==> config.mk <==
export PLATFORM = sky130hd
export DESIGN_NAME = atcg_top
export DESIGN_NICKNAME = d
export VERILOG_FILES = /design/src/include/atcg_pkg.sv /design/src/include/atcg_div_if.sv /design/src/rtl/atcg_top.sv /design/src/rtl/atcg_div.sv /design/src/rtl/atcg_edge.sv
export SDC_FILE = /design/constraint.sdc
export NUM_CORES = 1
export LEC_CHECK = 0
export ABC_AREA = 1
export BUFFER_PORTS_ARGS = -buffer_cell sky130_fd_sc_hd__buf_2
export CAP_MARGIN = 20
export CORE_ASPECT_RATIO = 1.1
export CORE_MARGIN = 2
export CORE_UTILIZATION = 45
export CTS_CLUSTER_DIAMETER = 200
export CTS_CLUSTER_SIZE = 40
export DETAILED_ROUTE_END_ITERATION = 8
export GPL_ROUTABILITY_DRIVEN = 0
export GPL_TIMING_DRIVEN = 0
export PLACE_DENSITY = 0.7
export REMOVE_ABC_BUFFERS = 1
export SLEW_MARGIN = 20
export SYNTH_ARGS = -nofsm -noshare
export SYNTH_HDL_FRONTEND = slang
export SYNTH_SLANG_ARGS = --single-unit
==> constraint.sdc <==
create_clock -name mclk_i -period 5.33 [get_ports mclk_i]
set_input_delay 0.533 -clock mclk_i [delete_from_list [all_inputs] [get_ports mclk_i]]
set_output_delay 0.533 -clock mclk_i [all_outputs]
set_load 0.1 [all_outputs]
==> src/include/atcg_pkg.sv <==
// constants of the transmit clock generator: register map, fields, widths
// assumes a byte-addressed register port with 32-bit data
package atcg_pkg;
	localparam int          ATCG_AW        = 8;
	localparam int          ATCG_DW        = 32;
	localparam int          ATCG_BDIV_W    = 5;
	localparam int          ATCG_MDIV_W    = 12;
	localparam logic [7:0]  ATCG_BITCTL_OFS = 8'hB0;
	localparam logic [7:0]  ATCG_MSTCTL_OFS = 8'hB4;
	localparam logic [7:0]  ATCG_STATUS_OFS = 8'hF0;
	// bit clock control word
	localparam int          ATCG_BPOL_POS  = 7;
	localparam int          ATCG_INDEPENDENT_RX_TIMING_ENABLE_POS = 6;
	localparam int          ATCG_BSRC_POS  = 5;
	localparam logic [31:0] ATCG_BITCTL_MSK = 32'h0000_00FF;
	localparam logic [31:0] ATCG_BITCTL_RST = 32'h0000_0060;
	// master clock control word
	localparam int          ATCG_MSRC_POS  = 15;
	localparam int          ATCG_MPOL_POS  = 14;
	localparam logic [31:0] ATCG_MSTCTL_MSK = 32'h0000_CFFF;
	localparam logic [31:0] ATCG_MSTCTL_RST = 32'h0000_8000;
	// status word bit positions
	localparam int          ATCG_ST_BCLK   = 0;
	localparam int          ATCG_ST_MCLK   = 1;
	localparam int          ATCG_ST_BOE    = 2;
	localparam int          ATCG_ST_MOE    = 3;
	localparam int          ATCG_ST_W      = 4;
endpackage

==> src/include/atcg_div_if.sv <==
// link between the clock generator top and one programmable divider
// assumes the source level is sampled on the system clock
`timescale 1ns/100ps
`default_nettype none
interface atcg_div_if #(
	parameter int W = 5
);
	logic         src;
	logic [W-1:0] ratio;
	logic         clk_out;
	modport div (input src, input ratio, output clk_out);
	modport ctl (output src, output ratio, input clk_out);
endinterface
`default_nettype wire

==> src/rtl/atcg_top.sv <==
// transmit clock generator: master and bit clock dividers, pin steering,
// launch edge selection and sharing of transmit timing with the receiver
// assumes all pin inputs are synchronous to mclk_i and well below its rate
//
// What this block does
// - polarity select 0 launches each data bit on the bit clock rising edge.
// - polarity select 1 launches each data bit on the bit clock falling edge.
// - with independent timing off the receiver uses transmit bit clock and frame sync.
// - with independent timing on each section uses its own bit clock and frame sync.
// - bit clock source select takes the pin at 0 and the bit divider at 1.
// - the 5-bit bit divide field divides the master clock by value plus one.
// - master source select takes the pin at 0 and the master divider at 1.
// - master polarity select inverts the master clock before the bit divider at 1.
// - internal bit clock with divide field 0 passes the master clock to the pin.
// - the 12-bit master divide field divides the auxiliary clock by value plus one.
// - reserved bits read zero and writes to them do nothing.
// - after reset independent timing and both source selects read 1, all else 0.
`timescale 1ns/100ps
`default_nettype none
module atcg_top
	import atcg_pkg::*;
(
	input  wire logic               mclk_i,
	input  wire logic               nrst_i,
	input  wire logic [ATCG_AW-1:0] addr_i,
	input  wire logic [ATCG_DW-1:0] wdata_i,
	input  wire logic               wr_i,
	input  wire logic               rd_i,
	output logic      [ATCG_DW-1:0] rdata_o,
	input  wire logic               auxiliary_source_clock_i,
	input  wire logic               tx_master_clock_pin_i,
	output logic                    tx_master_clock_pin_o,
	output logic                    tx_master_clock_pin_oe_o,
	input  wire logic               tx_bit_clock_pin_i,
	output logic                    tx_bit_clock_pin_o,
	output logic                    tx_bit_clock_pin_oe_o,
	input  wire logic               tx_frame_sync_i,
	input  wire logic               rx_bit_clock_pin_i,
	input  wire logic               rx_frame_sync_pin_i,
	output logic                    tx_bit_clock_o,
	output logic                    tx_launch_o,
	output logic                    rx_bit_clock_o,
	output logic                    rx_frame_sync_o
);
	typedef struct packed {
		logic [ATCG_DW-1:0] bitctl;
		logic [ATCG_DW-1:0] mstctl;
		logic [ATCG_DW-1:0] rdata;
	} atcg_st_t;

	atcg_st_t st_reg;
	atcg_st_t st_next;

	logic                   bit_pol;
	logic                   indep_rx;
	logic                   bit_src;
	logic [ATCG_BDIV_W-1:0] bit_div;
	logic                   mst_src;
	logic                   mst_pol;
	logic [ATCG_MDIV_W-1:0] mst_div;
	logic                   mst_lvl;
	logic                   bdiv_src;
	logic                   bclk_lvl;
	logic                   bclk_rise;
	logic                   bclk_fall;
	logic [ATCG_ST_W-1:0]   status;

	// ----------------------------------------
	// control fields
	// ----------------------------------------
	assign bit_pol  = st_reg.bitctl[ATCG_BPOL_POS];
	assign indep_rx = st_reg.bitctl[ATCG_INDEPENDENT_RX_TIMING_ENABLE_POS];
	assign bit_src  = st_reg.bitctl[ATCG_BSRC_POS];
	assign bit_div  = st_reg.bitctl[ATCG_BDIV_W-1:0];
	assign mst_src  = st_reg.mstctl[ATCG_MSRC_POS];
	assign mst_pol  = st_reg.mstctl[ATCG_MPOL_POS];
	assign mst_div  = st_reg.mstctl[ATCG_MDIV_W-1:0];

	// ----------------------------------------
	// register port
	// ----------------------------------------
	always_comb begin
		st_next       = st_reg;
		st_next.rdata = '0;
		// reserved bits masked off on write
		if (wr_i && addr_i == ATCG_BITCTL_OFS) begin
			st_next.bitctl = wdata_i & ATCG_BITCTL_MSK;
		end
		if (wr_i && addr_i == ATCG_MSTCTL_OFS) begin
			st_next.mstctl = wdata_i & ATCG_MSTCTL_MSK;
		end
		// unmapped addresses read zero
		if (rd_i) begin
			case (addr_i)
				ATCG_BITCTL_OFS: st_next.rdata = st_reg.bitctl;
				ATCG_MSTCTL_OFS: st_next.rdata = st_reg.mstctl;
				ATCG_STATUS_OFS: st_next.rdata = {{(ATCG_DW-ATCG_ST_W){1'b0}}, status};
				default:         st_next.rdata = '0;
			endcase
		end
	end

	always_ff @(posedge mclk_i) begin
		if (!nrst_i) begin
			// reset values of both control words
			st_reg.bitctl <= ATCG_BITCTL_RST;
			st_reg.mstctl <= ATCG_MSTCTL_RST;
			st_reg.rdata  <= '0;
		end else begin
			st_reg <= st_next;
		end
	end

	assign rdata_o = st_reg.rdata;

	// ----------------------------------------
	// master clock stage
	// ----------------------------------------
	atcg_div_if #(.W(ATCG_MDIV_W)) mdiv_if ();
	atcg_div_if #(.W(ATCG_BDIV_W)) bdiv_if ();

	assign mdiv_if.src   = auxiliary_source_clock_i;
	assign mdiv_if.ratio = mst_div;

	atcg_div #(.W(ATCG_MDIV_W)) u_mdiv (
		.mclk_i (mclk_i),
		.nrst_i (nrst_i),
		.bus    (mdiv_if.div)
	);

	// master clock from pin or divider
	assign mst_lvl = mst_src ? mdiv_if.clk_out : tx_master_clock_pin_i;
	// optional inversion ahead of bit divider
	assign bdiv_src = mst_lvl ^ mst_pol;

	// ----------------------------------------
	// bit clock stage
	// ----------------------------------------
	assign bdiv_if.src   = bdiv_src;
	assign bdiv_if.ratio = bit_div;

	atcg_div #(.W(ATCG_BDIV_W)) u_bdiv (
		.mclk_i (mclk_i),
		.nrst_i (nrst_i),
		.bus    (bdiv_if.div)
	);

	// bit clock from pin, divider, or master pass-through
	always_comb begin
		if (!bit_src) begin
			bclk_lvl = tx_bit_clock_pin_i;
		end else if (bit_div == '0) begin
			bclk_lvl = mst_lvl;
		end else begin
			bclk_lvl = bdiv_if.clk_out;
		end
	end

	// ----------------------------------------
	// pins and timing outputs
	// ----------------------------------------
	// drive a pin only when its clock is made here
	assign tx_master_clock_pin_o    = mdiv_if.clk_out;
	assign tx_master_clock_pin_oe_o = mst_src;
	assign tx_bit_clock_pin_o       = bclk_lvl;
	assign tx_bit_clock_pin_oe_o    = bit_src;
	assign tx_bit_clock_o           = bclk_lvl;

	atcg_edge u_bedge (
		.mclk_i  (mclk_i),
		.nrst_i  (nrst_i),
		.level_i (bclk_lvl),
		.rise_o  (bclk_rise),
		.fall_o  (bclk_fall)
	);

	assign tx_launch_o = bit_pol ? bclk_fall : bclk_rise;

	assign rx_bit_clock_o  = indep_rx ? rx_bit_clock_pin_i : bclk_lvl;
	assign rx_frame_sync_o = indep_rx ? rx_frame_sync_pin_i : tx_frame_sync_i;

	// status shows live clock levels and pin direction
	assign status = {mst_src, bit_src, mst_lvl, bclk_lvl};
endmodule
`default_nettype wire

==> src/rtl/atcg_div.sv <==
// programmable clock divider: output period is (ratio+1) source periods
// assumes the source level changes at most once per system clock
`timescale 1ns/100ps
`default_nettype none
module atcg_div
	import atcg_pkg::*;
#(
	parameter int W = 5
) (
	input  wire logic mclk_i,
	input  wire logic nrst_i,
	atcg_div_if.div   bus
);
	typedef struct packed {
		logic         prev;
		logic [W:0]   cnt;
		logic         out;
	} atcg_div_st_t;

	atcg_div_st_t st_reg;
	atcg_div_st_t st_next;
	logic         edge_seen;
	logic [W:0]   last_half;
	logic [W:0]   half_len;

	// counting both source edges gives an exact 50% duty for odd ratios too
	assign edge_seen = bus.src ^ st_reg.prev;
	assign half_len  = {1'b0, bus.ratio};
	assign last_half = {bus.ratio, 1'b1};

	// ----------------------------------------
	// divider
	// ----------------------------------------
	always_comb begin
		st_next      = st_reg;
		st_next.prev = bus.src;
		if (edge_seen) begin
			if (st_reg.cnt >= last_half) begin
				st_next.cnt = '0;
			end else begin
				st_next.cnt = st_reg.cnt + 1'b1;
			end
			st_next.out = (st_next.cnt <= half_len);
		end
	end

	always_ff @(posedge mclk_i) begin
		if (!nrst_i) begin
			st_reg <= '0;
		end else begin
			st_reg <= st_next;
		end
	end

	assign bus.clk_out = st_reg.out;
endmodule
`default_nettype wire

==> src/rtl/atcg_edge.sv <==
// edge finder for a sampled clock level: one-cycle rise and fall pulses
// assumes the level is already synchronous to the system clock
`timescale 1ns/100ps
`default_nettype none
module atcg_edge
	import atcg_pkg::*;
(
	input  wire logic mclk_i,
	input  wire logic nrst_i,
	input  wire logic level_i,
	output logic      rise_o,
	output logic      fall_o
);
	typedef struct packed {
		logic prev;
	} atcg_edge_st_t;

	atcg_edge_st_t st_reg;
	atcg_edge_st_t st_next;

	always_comb begin
		st_next      = st_reg;
		st_next.prev = level_i;
	end

	always_ff @(posedge mclk_i) begin
		if (!nrst_i) begin
			st_reg <= '0;
		end else begin
			st_reg <= st_next;
		end
	end

	assign rise_o = level_i & ~st_reg.prev;
	assign fall_o = ~level_i & st_reg.prev;
endmodule
`default_nettype wire

# Word level (Yosys, flattened, before mapping)
# Index checks and enable logic that the tools add are counted.
# Widths: inputs -> output; s select.
# word_totals
output_inout_bits	40
ramBits	0
n_memories	0
regBits	78
mem_bits_ro	0
latch_bits	0
# op_classes
add_sub_neg	2
n_reduce_logical	4
eq_ne	3
n_div	0
muxes	11
shift	0
order_cmp	4
n_mul	0
n_bitwise	7
# ops
cell	n
$pmux 16 s3	1
$mux 13	2
$eq 8x8->1 const B	3
$add 13x1->13 const B	1
$ge 13x13->1	1
$le 13x12->1	1
$mux 6	2
$add 6x1->6 const B	1
$ge 6x6->1	1
$le 6x5->1	1
$mux 1	6
$logic_not 5->1	1
$xor 1x1->1	3
$and 1x1->1	2
$logic_and 1x1->1	2
$not 1->1	2
$reduce_and 2->1	1

# Logic depth before layout (Yosys ltp)
# Gate-level depths: netlist of the first run.
# depth
depth_word	6
depth_mapped	23
ltp_nobuf	23

# By module
# A second synthesis of the first run with hierarchy kept.
# hier_totals
cells_unflattened	554
area_unflattened_um2	3865.0
# modules_own_cells
mod	area_each_um2	n_inst	cells_per_inst	seq_area_each_um2
atcg_top	1682.9	1	226	720.7
atcg_div (u_mdiv)	1462.7	1	220	300.3
atcg_div (u_bdiv)	674.4	1	101	160.2
atcg_edge	45.0	1	7	20.0

# Worst setup path after synthesis of the first run
# No wires, ideal clock.
# synth_path
kind	flip-flop to output port
from	reg st_reg, in the netlist tx_bit_clock_pin_oe_o
to	out rx_bit_clock_o
arrival_time_ns	5.606
path_stages_with_launch	4
slack_ns	-0.809
path_cell_list	dfxtp_1 o21ai_0 inv_1 o21ai_0
# synth_via
elab_chain_len	2
# synth_rtl
element	line_no	rtl
start, declared	atcg_top.sv:51	atcg_st_t st_reg;
start signal, assigned	atcg_top.sv:110	st_reg <= st_next;
$mux 1	atcg_top.sv:150	if (!bit_src) begin
net tx_bit_clock_o	atcg_top.sv:40	output logic tx_bit_clock_o,
$mux 1	atcg_top.sv:179	assign rx_bit_clock_o = indep_rx ? rx_bit_clock_pin_i : bclk_lvl;
end, declared	atcg_top.sv:42	output logic rx_bit_clock_o,
# The timed path passes the listed nets, and every way through them passes these cells.

# Worst setup path after layout of the first run
# layout_path
from	reg st_reg, in the netlist mdiv_if.ratio[11]
to	reg u_mdiv.st_reg, in the netlist u_mdiv.bus.clk_out
# layout_via
elab_chain_len	4
# layout_rtl
element	line_no	rtl
$ge 13x13->1	atcg_div.sv:38	if (st_reg.cnt >= last_half) begin
$mux 13	atcg_div.sv:38	
$mux 13	atcg_div.sv:37	if (edge_seen) begin
$le 13x12->1 (*)	atcg_div.sv:43	st_next.out = (st_next.cnt <= half_len);
end signal, assigned	atcg_div.sv:51	st_reg <= st_next;
end, declared	atcg_div.sv:20	atcg_div_st_t st_reg;
# Mark *: on every way between the ends. The rest lies on a longest branch, timed or not. The select of a mux whose other input is x is not followed.
# A chain may end at the register's enable or synchronous reset.

==> flow_summary_export.csv, run 1 <==
group,metric,value,unit
layout,design_area,3980,um2
placed_design,port_buffers,53,
sta,fin_crit,3.02,ns
logic_synthesis,synth_top_area_share,34.2,%
floorplan,core_area,7510,um2
worst_setup_path,worstSetupEndpointType,"flip-flop",
clock_tree,cts-root-buf,"clkbuf_8",
sta,maxSlewHeadroom,56.2,%
detailed_routing,drtAntennaViolNets,0,
pwr,power.density,334,nW/um2
floorplan,dieArea,8530,um2
sta,rsz0062_at_grt,"no",
grt,grt_pass1_vias,3145,
pwr,p_leak,1.92,nW
layout,fin_cells,657,
pwr,irDropWorstVdd,0.122,mV
worst_setup_path,path_class,"flip-flop to flip-flop",
grt,antenna_found_initial,0,
logic_synthesis,synth.cell_area,3510,um2
worst_setup_path,crit_arrival,3.23,ns
floorplan,rows,33,
logic_synthesis,synth_cells,495,
sta,slew_violations,0,
job,maxCapViolations,0,
layout,mostFrequentLayoutCell,"nand2_1",
detailed_routing,drc_errors,0,
floorplan,die_h,96.7,um
sta,skew,0.00632,ns
detailed_routing,routed_wl,8110,um
sta,setup_viol,0,
clock_tree,htreeDepth,3,
logic_synthesis,yosys_warnings,0,
sta,timing_hold_violations_final,0,
placed_design,dp.cells,641,
hold_path,hp-class,"input pin to flip-flop",
layout,area_delta_synth_final,13.3,%
layout,drive_above_1_share,14.1,%
logic_synthesis,synth_area_leaders,"dfxtp_1, ha_1, nand2_1",
clock_tree,cts.clk_slew.worst_paths,0.07,ns
floorplan,fp.dieW,88.3,um
clock_tree,cts_resized,0,
detailed_routing,wire_per_inst,12.3,um
status,status,"complete, no violations",
layout,layout.nets,633,
clock_tree,post_cts_buffers,0,
worst_setup_path,crit_path_start_kind,"flip-flop",
pwr,p_total,0.00133,W
detailed_routing,drtIter0Drc,106,
clock_tree,clk_latency,0.34,ns
detailed_routing,first_pass_iters,4,
sta,setup_slack,2.31,ns
clock_tree,ctsHoldBuffers,0,
placed_design,post_dp_cell_area,3790,um2
sta,clock.fmax,332,MHz
clock_tree,cts_buffer_depth,2,
placed_design,hpwlAfterDp,6260,um
logic_synthesis,ys_seq_area_share,34.2,%
logic_synthesis,synth.largest_area_cell,"dfxtp_1",
layout,final_cell_mix,"nand2_1, inv_1, dfxtp_1, a21oi_1, buf_2",
logic_synthesis,syn_area_per_cell,7.10,um2
clock_tree,clock_sinks,60,
clock_tree,cts_tree,"done",
detailed_routing,vias,3258,
placed_design,dp_slack,2.35,ns
grt,grt_pass1_wl,13900,um
grt,grt_usage,20.3,%
grt,grt_start_max_net_pins,41,
clock_tree,cts_buffers,9,
layout,fillers,774,
grt,grt_overflow_total,0,
sta,worst_slew_pin_slew,0.657,ns
worst_setup_path,worst-path-max-fanout,8,
layout,diodes,0,
logic_synthesis,synth_seq_cells,60,
worst_setup_path,required,5.54,ns
detailed_routing,via_per_inst,4.96,
floorplan,initial_core_util,46.8,%
floorplan,ios,90,
logic_synthesis,yosys.cell_types.count,28,
sta,finalCritPeriodShare,56.6,%
-- worst paths after layout --
check | from | slack (ns) | endpoint | cells after the start
worst max register to register | mdiv_if.ratio[11]$_SDFFE_PN0P_ | 2.31 | u_mdiv.bus.clk_out$_SDFFE_PN0P_ | 23
worst max-delay path | mdiv_if.ratio[11]$_SDFFE_PN0P_ | 2.31 | u_mdiv.bus.clk_out$_SDFFE_PN0P_ | 23
worst min register to register | u_bdiv.bus.clk_out$_SDFFE_PN0P_ | 0.47 | u_bdiv.bus.clk_out$_SDFFE_PN0P_ | 2
worst min-delay path | auxiliary_source_clock_i | 0.41 | u_mdiv.st_reg[14]$_SDFF_PN0_ | 3
-- stage by stage --
step,TNS [ns],hold slack (ns),util (%)
4_1_cts,0,0.394,53.0
3_3_place_gp,0,0.453,50.5
6_report,0,0.410,53.0
2_1_floorplan,-5.74,0.441,-
5_1_grt,0,0.410,53.0
3_5_place_dp,0,0.462,50.5
-- layout make-up --
class	count	area, um2	share of cell area (%)
sequential	60	1200	30.2
timing repair buffer	53	265	6.66
tap	105	131	3.30
multi-input combinational	351	1930	48.4
clock inverter	3	20.0	0.503
inverter	72	270	6.78
clock buffer	13	169	4.24
-- report_power, final --
group	total [W]	switching, W	internal (W)
clock	0.000388	0.000182	0.000206
combinational	0.000442	0.000310	0.000131
sequential	0.000502	0.0000266	0.000475
-- per-layer routing --
metal	vias to the layer above	share of wire, %	GRT usage [%]
li1	1680	-	-
met1	1482	46	26.0
met2	79	47	32.4
met3	17	4.7	4.10
met4	0	2.4	9.21
met5	-	0	0
-- cell usage after synthesis (all sizes together) --
| cell | n |
|---|---|
| a21oi | 54 |
| o211ai | 2 |
| inv | 72 |
| dfxtp | 60 |
| xnor2 | 1 |
| xor2 | 9 |
| conb | 1 |
| a21o | 2 |
| nor4 | 4 |
| o31ai | 1 |
| nor3 | 13 |
| buf | 19 |
| nand3 | 13 |
| nor2 | 43 |
| nand2 | 93 |
| or2 | 5 |
| nand4 | 1 |
| clkbuf | 10 |
| ha | 36 |
| o21ai | 51 |
| o21a | 1 |
| o22ai | 1 |
| a31oi | 3 |
-- kinds of logic after synthesis --
family	share of synthesized area (%)
simple gates	20.0
compound gates	17.2
other cells	0.107
flops	34.2
fa+ha+maj	12.8
xor+xnor	2.92
buf+inv	12.8
-- worst max-delay path, stage by stage (launching register included) --
cell and delay, ns:
dfxtp_1 0.31, inv_1 0.09, ha_1 0.31, nand2_1 0.09
nor4_1 0.30, o21ai_0 0.14, nand2_1 0.17, inv_1 0.18
nand3_1 0.14, inv_1 0.06, ha_1 0.31, nand2_1 0.08
nor2_1 0.10, nand2_1 0.06, nand3_1 0.08, nand2_1 0.07
nand2_1 0.06, nand2_1 0.04, nand2_1 0.05, nand2_1 0.05
nand2_1 0.05, nand2_1 0.05, nand2_1 0.05, a21oi_1 0.05
Power figures use the tool's default switching activity.
==> run 2: changes to the inputs <==
==> constraint.sdc (replaced) <==
create_clock -name mclk_i -period 2.8 [get_ports mclk_i]
set_input_delay 0.28 -clock mclk_i [delete_from_list [all_inputs] [get_ports mclk_i]]
set_output_delay 0.28 -clock mclk_i [all_outputs]
set_load 0.1 [all_outputs]
==> run 2 against run 1 <==
Effect of this change:
- sequential power is 90% higher
- clock-buffer cell count stayed put
- first-iteration DRC count is 19% higher
- global-route usage is 0.10 points higher
- critical path depth is 3 lower
- register-to-register slack worse by 2.3 ns
- flip-flop and latch count stayed put
- combinational power is 110% higher
- sequential share of layout area is 1.3 points lower
- power is 98% higher
- wire length is 6.3% higher
- clock power is 91% higher
==> flow_summary_export.csv, run 2 (synthesis results as in run 1) <==
group,metric,value,unit
pwr,power.switching_fraction,39.4,%
sta,clock.fmax,363,MHz
placed_design,port_buffers,53,
layout,area_delta_synth_final,18.8,%
detailed_routing,routed_wl,8620,um
clock_tree,htreeDepth,3,
sta,timing_hold_violations_final,0,
detailed_routing,vias,3295,
worst_setup_path,critPathSlowestCell,"dfxtp_1",
worst_setup_path,critical-path-top-delay-family,"simple AND/OR/NAND/NOR gates",
clock_tree,cts_buffers,9,
detailed_routing,via_per_inst,4.98,
pwr,irDropWorstVdd,0.234,mV
detailed_routing,drtAntennaViolNets,0,
grt,top_usage_layer,"met2",
hold_path,holdPathStages,3,
pwr,p_clk_share,28.1,%
floorplan,ios,90,
sta,skew,0.00600,ns
sta,setup_viol,0,
floorplan,core_area,7510,um2
floorplan,die_h,96.7,um
grt,use_met1,26.1,%
detailed_routing,drc_errors,0,
layout,fillers,741,
grt,grt_overflow_total,0,
layout,fin_cells,661,
detailed_routing,drtIter0Drc,126,
hold_path,hold_path_end,"u_mdiv.st_reg[14]$_SDFF_PN0_",
clock_tree,ctsHoldBuffers,0,
worst_setup_path,crit_path_frequent_cell,"nand2_1",
layout,multi_input_area,2080,um2
pwr,p_switching,0.00104,W
worst_setup_path,r2r_slack,0.04,ns
placed_design,post_dp_cell_area,3790,um2
worst_setup_path,reg2reg_depth,20,
worst_setup_path,crit_arrival,3.03,ns
pwr,p_leak,1.96,nW
status,status,"complete, no violations",
clock_tree,cts_buffer_depth,2,
sta,slew_violations,0,
placed_design,dp.cells,641,
layout,seq_area,1200,um2
pwr,pwr-share-comb,35.6,%
placed_design,dp_slack,-0.176,ns
layout,layout.nets,637,
worst_setup_path,worst-path-buf-inv,2,
grt,grtUsageMet2,32.6,%
clock_tree,clock_sinks,60,
sta,finalCritPeriodShare,98.5,%
sta,worst_slew_pin_slew,0.663,ns
grt,antenna_found_initial,0,
clock_tree,clk_latency,0.34,ns
clock_tree,cts.clk_slew.worst_paths,0.07,ns
placed_design,hpwlAfterDp,6260,um
worst_setup_path,worstPathCellList,"ha_4, a21oi_1, o21ai_0, a21oi_1, nand2_1, buf_4, or2_2, inv_1, ha_1, nand2_1, nor2_1, nand2_1, nand2_1, nand2_1, nand2_1, nand2_1, nand2_1, nand2_1, nand2_1, a21oi_2",
worst_setup_path,path_class,"flip-flop to flip-flop",
job,maxCapViolations,0,
detailed_routing,wire_per_inst,13.0,um
sta,fin_hold_ws,0.155,ns
pwr,power.density,631,nW/um2
sta,fin_crit,2.76,ns
grt,grt_start_max_net_pins,41,
pwr,p_seq_share,36.3,%
sta,rsz0062_at_grt,"yes",
grt,grt_use_met3,4.10,%
floorplan,fp.dieW,88.3,um
worst_setup_path,worst-path-max-fanout,5,
grt,grt_pass1_vias,3155,
sta,maxSlewHeadroom,55.8,%
worst_setup_path,worstSetupEndpointType,"flip-flop",
worst_setup_path,reg2reg_from,"u_mdiv.st_reg[9]$_SDFFE_PN0P_",
layout,final_cell_mix,"nand2_1, inv_1, dfxtp_1, a21oi_1, buf_2",
detailed_routing,first_pass_iters,4,
sta,setup_slack,0.0424,ns
floorplan,initial_core_util,46.8,%
clock_tree,cts-root-buf,"clkbuf_8",
grt,grt_usage,20.4,%
layout,design_area,4170,um2
layout,drive_above_1_share,21.0,%
pwr,p_int,0.00160,W
floorplan,dieArea,8530,um2
worst_setup_path,reg2reg_to,"u_mdiv.bus.clk_out$_SDFFE_PN0P_",
layout,diodes,0,
worst_setup_path,required,3.07,ns
floorplan,rows,33,
hold_path,min_from,"auxiliary_source_clock_i",
grt,grt_pass1_wl,14000,um
worst_setup_path,cpPeakStageDelay,0.47,ns
worst_setup_path,crit_path_start_kind,"flip-flop",
hold_path,hp-class,"input pin to flip-flop",
layout,mostFrequentLayoutCell,"nand2_1",
clock_tree,cts_tree,"done",
==> run 2: changes by cell type in the layout (fill, tap and decap cells not counted), sizes merged <==
cell / previous run / this run
buf: 53 / 55
clkbuf: 13 / 15
==> run 2: worst max-delay path by stage <==
stage	startpoint	to	slack, ns	cells past startpoint
2_1_floorplan	tx_bit_clock_pin_oe_o$_SDFFE_PN1P_	rx_bit_clock_o	-5.29	3
3_3_place_gp	mdiv_if.ratio[11]$_SDFFE_PN0P_	u_mdiv.bus.clk_out$_SDFFE_PN0P_	-0.13	23
3_5_place_dp	mdiv_if.ratio[11]$_SDFFE_PN0P_	u_mdiv.bus.clk_out$_SDFFE_PN0P_	-0.18	23
4_1_cts	mdiv_if.ratio[11]$_SDFFE_PN0P_	u_mdiv.bus.clk_out$_SDFFE_PN0P_	0.02	23
5_1_grt	u_mdiv.st_reg[5]$_SDFFE_PN0P_	u_mdiv.bus.clk_out$_SDFFE_PN0P_	-0.10	14
6_report	u_mdiv.st_reg[9]$_SDFFE_PN0P_	u_mdiv.bus.clk_out$_SDFFE_PN0P_	0.04	20
==> run 2: power by group through the flow <==
stage          registers, W  logic [W]  clock network (W)
2_1_floorplan      0.000984   0.000650                  0
3_3_place_gp       0.000973   0.000809                  0
3_5_place_dp       0.000974   0.000826                  0
4_1_cts            0.000955   0.000848           0.000758
5_1_grt            0.000962    0.00104           0.000792
6_report           0.000956   0.000938           0.000740
==> run 2: final cells by class <==
cell class | instances | area share (%)
multi-input cells | 351 | 49.7
flip-flops and latches | 60 | 28.9
well taps | 105 | 3.15
clock buffers | 13 | 4.05
clock inverters | 3 | 0.480
inverters | 72 | 6.53
repair buffers | 57 | 7.19
==> run 2: repair_timing <==
item / 4_1_cts / 5_1_grt
pin swaps: 1 / 7
endpoints found under the setup margin: 1 / 4
gates cloned: 0 / 0
resized for setup: 3 / 38
buffers inserted: 1 / 3
==> run 2: worst register-to-register path, cell delays in order (launching register included) <==
cell and delay, ns:
dfxtp_1 0.47, ha_4 0.25, a21oi_1 0.15, o21ai_0 0.11, a21oi_1 0.15, nand2_1 0.14, buf_4 0.18, or2_2 0.29
inv_1 0.06, ha_1 0.21, nand2_1 0.06, nor2_1 0.05, nand2_1 0.07, nand2_1 0.05, nand2_1 0.06, nand2_1 0.05
nand2_1 0.05, nand2_1 0.04, nand2_1 0.05, nand2_1 0.06, a21oi_2 0.11
==> run 2: through the flow <==
stage | TNS [ns] | total power (W) | util [%]
floorplan | -19.91 | 0.00163 | -
global placement | -0.135 | 0.00178 | 50.5
detailed placement | -0.176 | 0.00180 | 50.5
CTS | 0 | 0.00256 | 53.2
global route | -0.104 | 0.00279 | 55.5
finish | 0 | 0.00263 | 55.5
==> run 2: layer usage <==
layer  wire [um]  up-vias
li1            -     1690
met1        3750     1481
met2        4150       95
met3         410       29
met4         306        0
met5           0        -
==> run 3: changes to the inputs <==
--- a/config.mk
+++ b/config.mk
@@ -9,7 +9,6 @@
 export BUFFER_PORTS_ARGS = -buffer_cell sky130_fd_sc_hd__buf_2
 export CAP_MARGIN = 20
 export CORE_ASPECT_RATIO = 1.1
-export CORE_MARGIN = 2
 export CORE_UTILIZATION = 45
 export CTS_CLUSTER_DIAMETER = 200
 export CTS_CLUSTER_SIZE = 40
==> run 3 against run 2 <==
Effect of this change:
- the run now ends with setup timing left
- maximum frequency down 2.9%
- critical path type unchanged
- worst hold slack worse by 0.012 ns
- via count increased by 1.6%
- wire length is 2.9% higher
- setup slack worse by 0.082 ns
- sequential power up 0.5%
- highest routed layer unchanged
- global-route usage increased by 1.0 points
- clock skew up 0.0031 ns
- final area grew 5.4%
- clock-buffer cell count shrank 1
- final cell count grew 0.76%
==> flow_summary_export.csv, run 3 (synthesis results as in run 1) <==
group,metric,value,unit
sta,setup_viol,1,
clock_tree,cts_tree,"done",
sta,slew_violations,0,
layout,final_cell_mix,"nand2_1, inv_1, buf_2, a21oi_1, dfxtp_1",
detailed_routing,top_layer,"met4",
worst_setup_path,worst-path-max-fanout,8,
worst_setup_path,worstSetupEndpointType,"flip-flop",
job,maxCapViolations,0,
detailed_routing,drtIter0Drc,152,
pwr,power.density,671,nW/um2
pwr,irDropWorstVdd,0.388,mV
clock_tree,clock_sinks,60,
detailed_routing,drt-met1-wl,3950,um
grt,grt_overflow_total,0,
floorplan,die_h,94.7,um
worst_setup_path,r2r_slack,-0.04,ns
layout,drive_above_1_share,25.5,%
status,violations,"setup timing",
grt,antenna_found_initial,0,
worst_setup_path,reg2reg_from,"mdiv_if.ratio[9]$_SDFFE_PN0P_",
clock_tree,htreeDepth,3,
clock_tree,cts.clk_slew.worst_paths,0.06,ns
sta,setup_slack,-0.0401,ns
sta,clock.fmax,352,MHz
worst_setup_path,crit_path_start_kind,"flip-flop",
worst_setup_path,required,3.01,ns
grt,grt_usage,21.4,%
pwr,p_leak,2.04,nW
hold_path,holdPathStages,3,
layout,fillers,715,
layout,seq_area,1210,um2
hold_path,min_from,"auxiliary_source_clock_i",
floorplan,ios,90,
detailed_routing,wl_met3,367,um
detailed_routing,vias,3348,
clock_tree,cts_buffer_depth,2,
worst_setup_path,reg2reg_to,"u_mdiv.bus.clk_out$_SDFFE_PN0P_",
worst_setup_path,crit_arrival,3.05,ns
hold_path,hold_path_end,"u_mdiv.st_reg[14]$_SDFF_PN0_",
grt,grt_pass1_wl,13500,um
floorplan,rows,33,
sta,worst_slew_pin_slew,0.698,ns
detailed_routing,via_per_inst,5.03,
sta,rsz0062_at_grt,"yes",
grt,grt_start_max_net_pins,41,
sta,timing_hold_violations_final,0,
clock_tree,clk_latency,0.35,ns
placed_design,hpwlAfterDp,6020,um
detailed_routing,routed_wl,8870,um
clock_tree,ctsHoldBuffers,0,
sta,maxSlewHeadroom,53.4,%
sta,fin_hold_ws,0.143,ns
layout,layout.nets,642,
sta,skew,0.00913,ns
layout,diodes,0,
sta,fin_crit,2.84,ns
placed_design,port_buffers,53,
floorplan,dieArea,8170,um2
detailed_routing,first_pass_iters,4,
detailed_routing,drc_errors,0,
clock_tree,cts-root-buf,"clkbuf_8",
floorplan,fp.dieW,86.3,um
layout,fin_cells,666,
status,status,"finished with violations",
grt,grt_pass1_vias,3039,
layout,mostFrequentLayoutCell,"nand2_1",
floorplan,core_area,7510,um2
worst_setup_path,reg2reg_depth,23,
placed_design,dp.cells,641,
clock_tree,cts_buffers,9,
detailed_routing,drtAntennaViolNets,0,
hold_path,hp-class,"input pin to flip-flop",
layout,multi_input_area,2190,um2
worst_setup_path,path_class,"flip-flop to flip-flop",
placed_design,dp_slack,-0.167,ns
floorplan,initial_core_util,46.8,%
detailed_routing,wire_per_inst,13.3,um
sta,finalCritPeriodShare,101,%
layout,area_delta_synth_final,25.2,%
detailed_routing,route.met2.wl,4430,um
==> run 3: cell count changes in the layout (fill, tap and decap cells not counted), moves of 3 or more <==
cell	before	now
dfxtp_1	57	50
dfxtp_2	3	10
nand2_1	89	83
buf_4	4	9
ha_1	29	25
ha_4	7	11
bufinv_16	0	3
nand2_2	4	7
nand2_4	0	3
==> run 3: critical path, cell delays in order, from the launching register on <==
cell	delay (ns)
dfxtp_2	0.34
inv_4	0.05
ha_4	0.28
nand2_4	0.07
nor4_4	0.27
o21ai_1	0.12
nand2_2	0.11
clkinv_4	0.13
nand2_4	0.10
inv_1	0.07
ha_4	0.27
nand2_2	0.06
nor2_1	0.10
nand2_1	0.09
nand3_2	0.07
nand2_1	0.05
nand2_1	0.07
nand2_1	0.06
nand2_1	0.07
nand2_1	0.06
nand2_1	0.09
nand2_1	0.05
nand2_1	0.06
a21oi_1	0.06
==> run 3: how the worst max path moves through the flow <==
| stage | from | end | slack [ns] | cells after the start |
|---|---|---|---|---|
| 2_1_floorplan | tx_bit_clock_pin_oe_o$_SDFFE_PN1P_ | rx_bit_clock_o | -5.29 | 3 |
| 3_5_place_dp | mdiv_if.ratio[11]$_SDFFE_PN0P_ | u_mdiv.bus.clk_out$_SDFFE_PN0P_ | -0.17 | 23 |
| 3_3_place_gp | mdiv_if.ratio[11]$_SDFFE_PN0P_ | u_mdiv.bus.clk_out$_SDFFE_PN0P_ | -0.13 | 23 |
| 5_1_grt | mdiv_if.ratio[9]$_SDFFE_PN0P_ | u_mdiv.bus.clk_out$_SDFFE_PN0P_ | -0.17 | 23 |
| 6_report | mdiv_if.ratio[9]$_SDFFE_PN0P_ | u_mdiv.bus.clk_out$_SDFFE_PN0P_ | -0.04 | 23 |
| 4_1_cts | mdiv_if.ratio[9]$_SDFFE_PN0P_ | u_mdiv.bus.clk_out$_SDFFE_PN0P_ | 0.008 | 23 |
==> run 3: layout make-up <==
cell class,instances,area share (%)
clock buffer,12,3.53
clock inverter,4,2.16
inverter,72,6.37
multi-input combinational,351,49.7
sequential,60,27.6
tap,105,2.99
timing repair buffer,62,7.68
==> run 3: report_power, final <==
| group | switching, W | internal [W] | total (W) | leakage [nW] |
|---|---|---|---|---|
| clock | 0.000358 | 0.000639 | 0.000998 | 0.127 |
| sequential | 0.0000566 | 0.000905 | 0.000961 | 0.492 |
| combinational | 0.000657 | 0.000338 | 0.000995 | 1.42 |
==> run 3: timing repair <==
action                     4_1_cts  5_1_grt
setup endpoints to repair        1        4
gates resized for setup          2       68
pin swaps                        2       13
setup buffers                    1        8
==> run 3: through the flow <==
step / util (%) / setup TNS, ns / power (W) / cell area [um2]
2_1_floorplan: - / -19.91 / 0.00163 / 3400
3_3_place_gp: 50.5 / -0.131 / 0.00178 / 3790
3_5_place_dp: 50.5 / -0.167 / 0.00180 / 3790
4_1_cts: 53.9 / 0 / 0.00281 / 4050
5_1_grt: 58.6 / -0.170 / 0.00312 / 4400
6_report: 58.6 / -0.0401 / 0.00295 / 4400
==> run 3: metal layers <==
metal	GRT usage, %	vias to the layer above
li1	-	1699
met1	25.2	1544
met2	37.3	94
met3	5.77	11
met4	7.64	0
met5	0	-
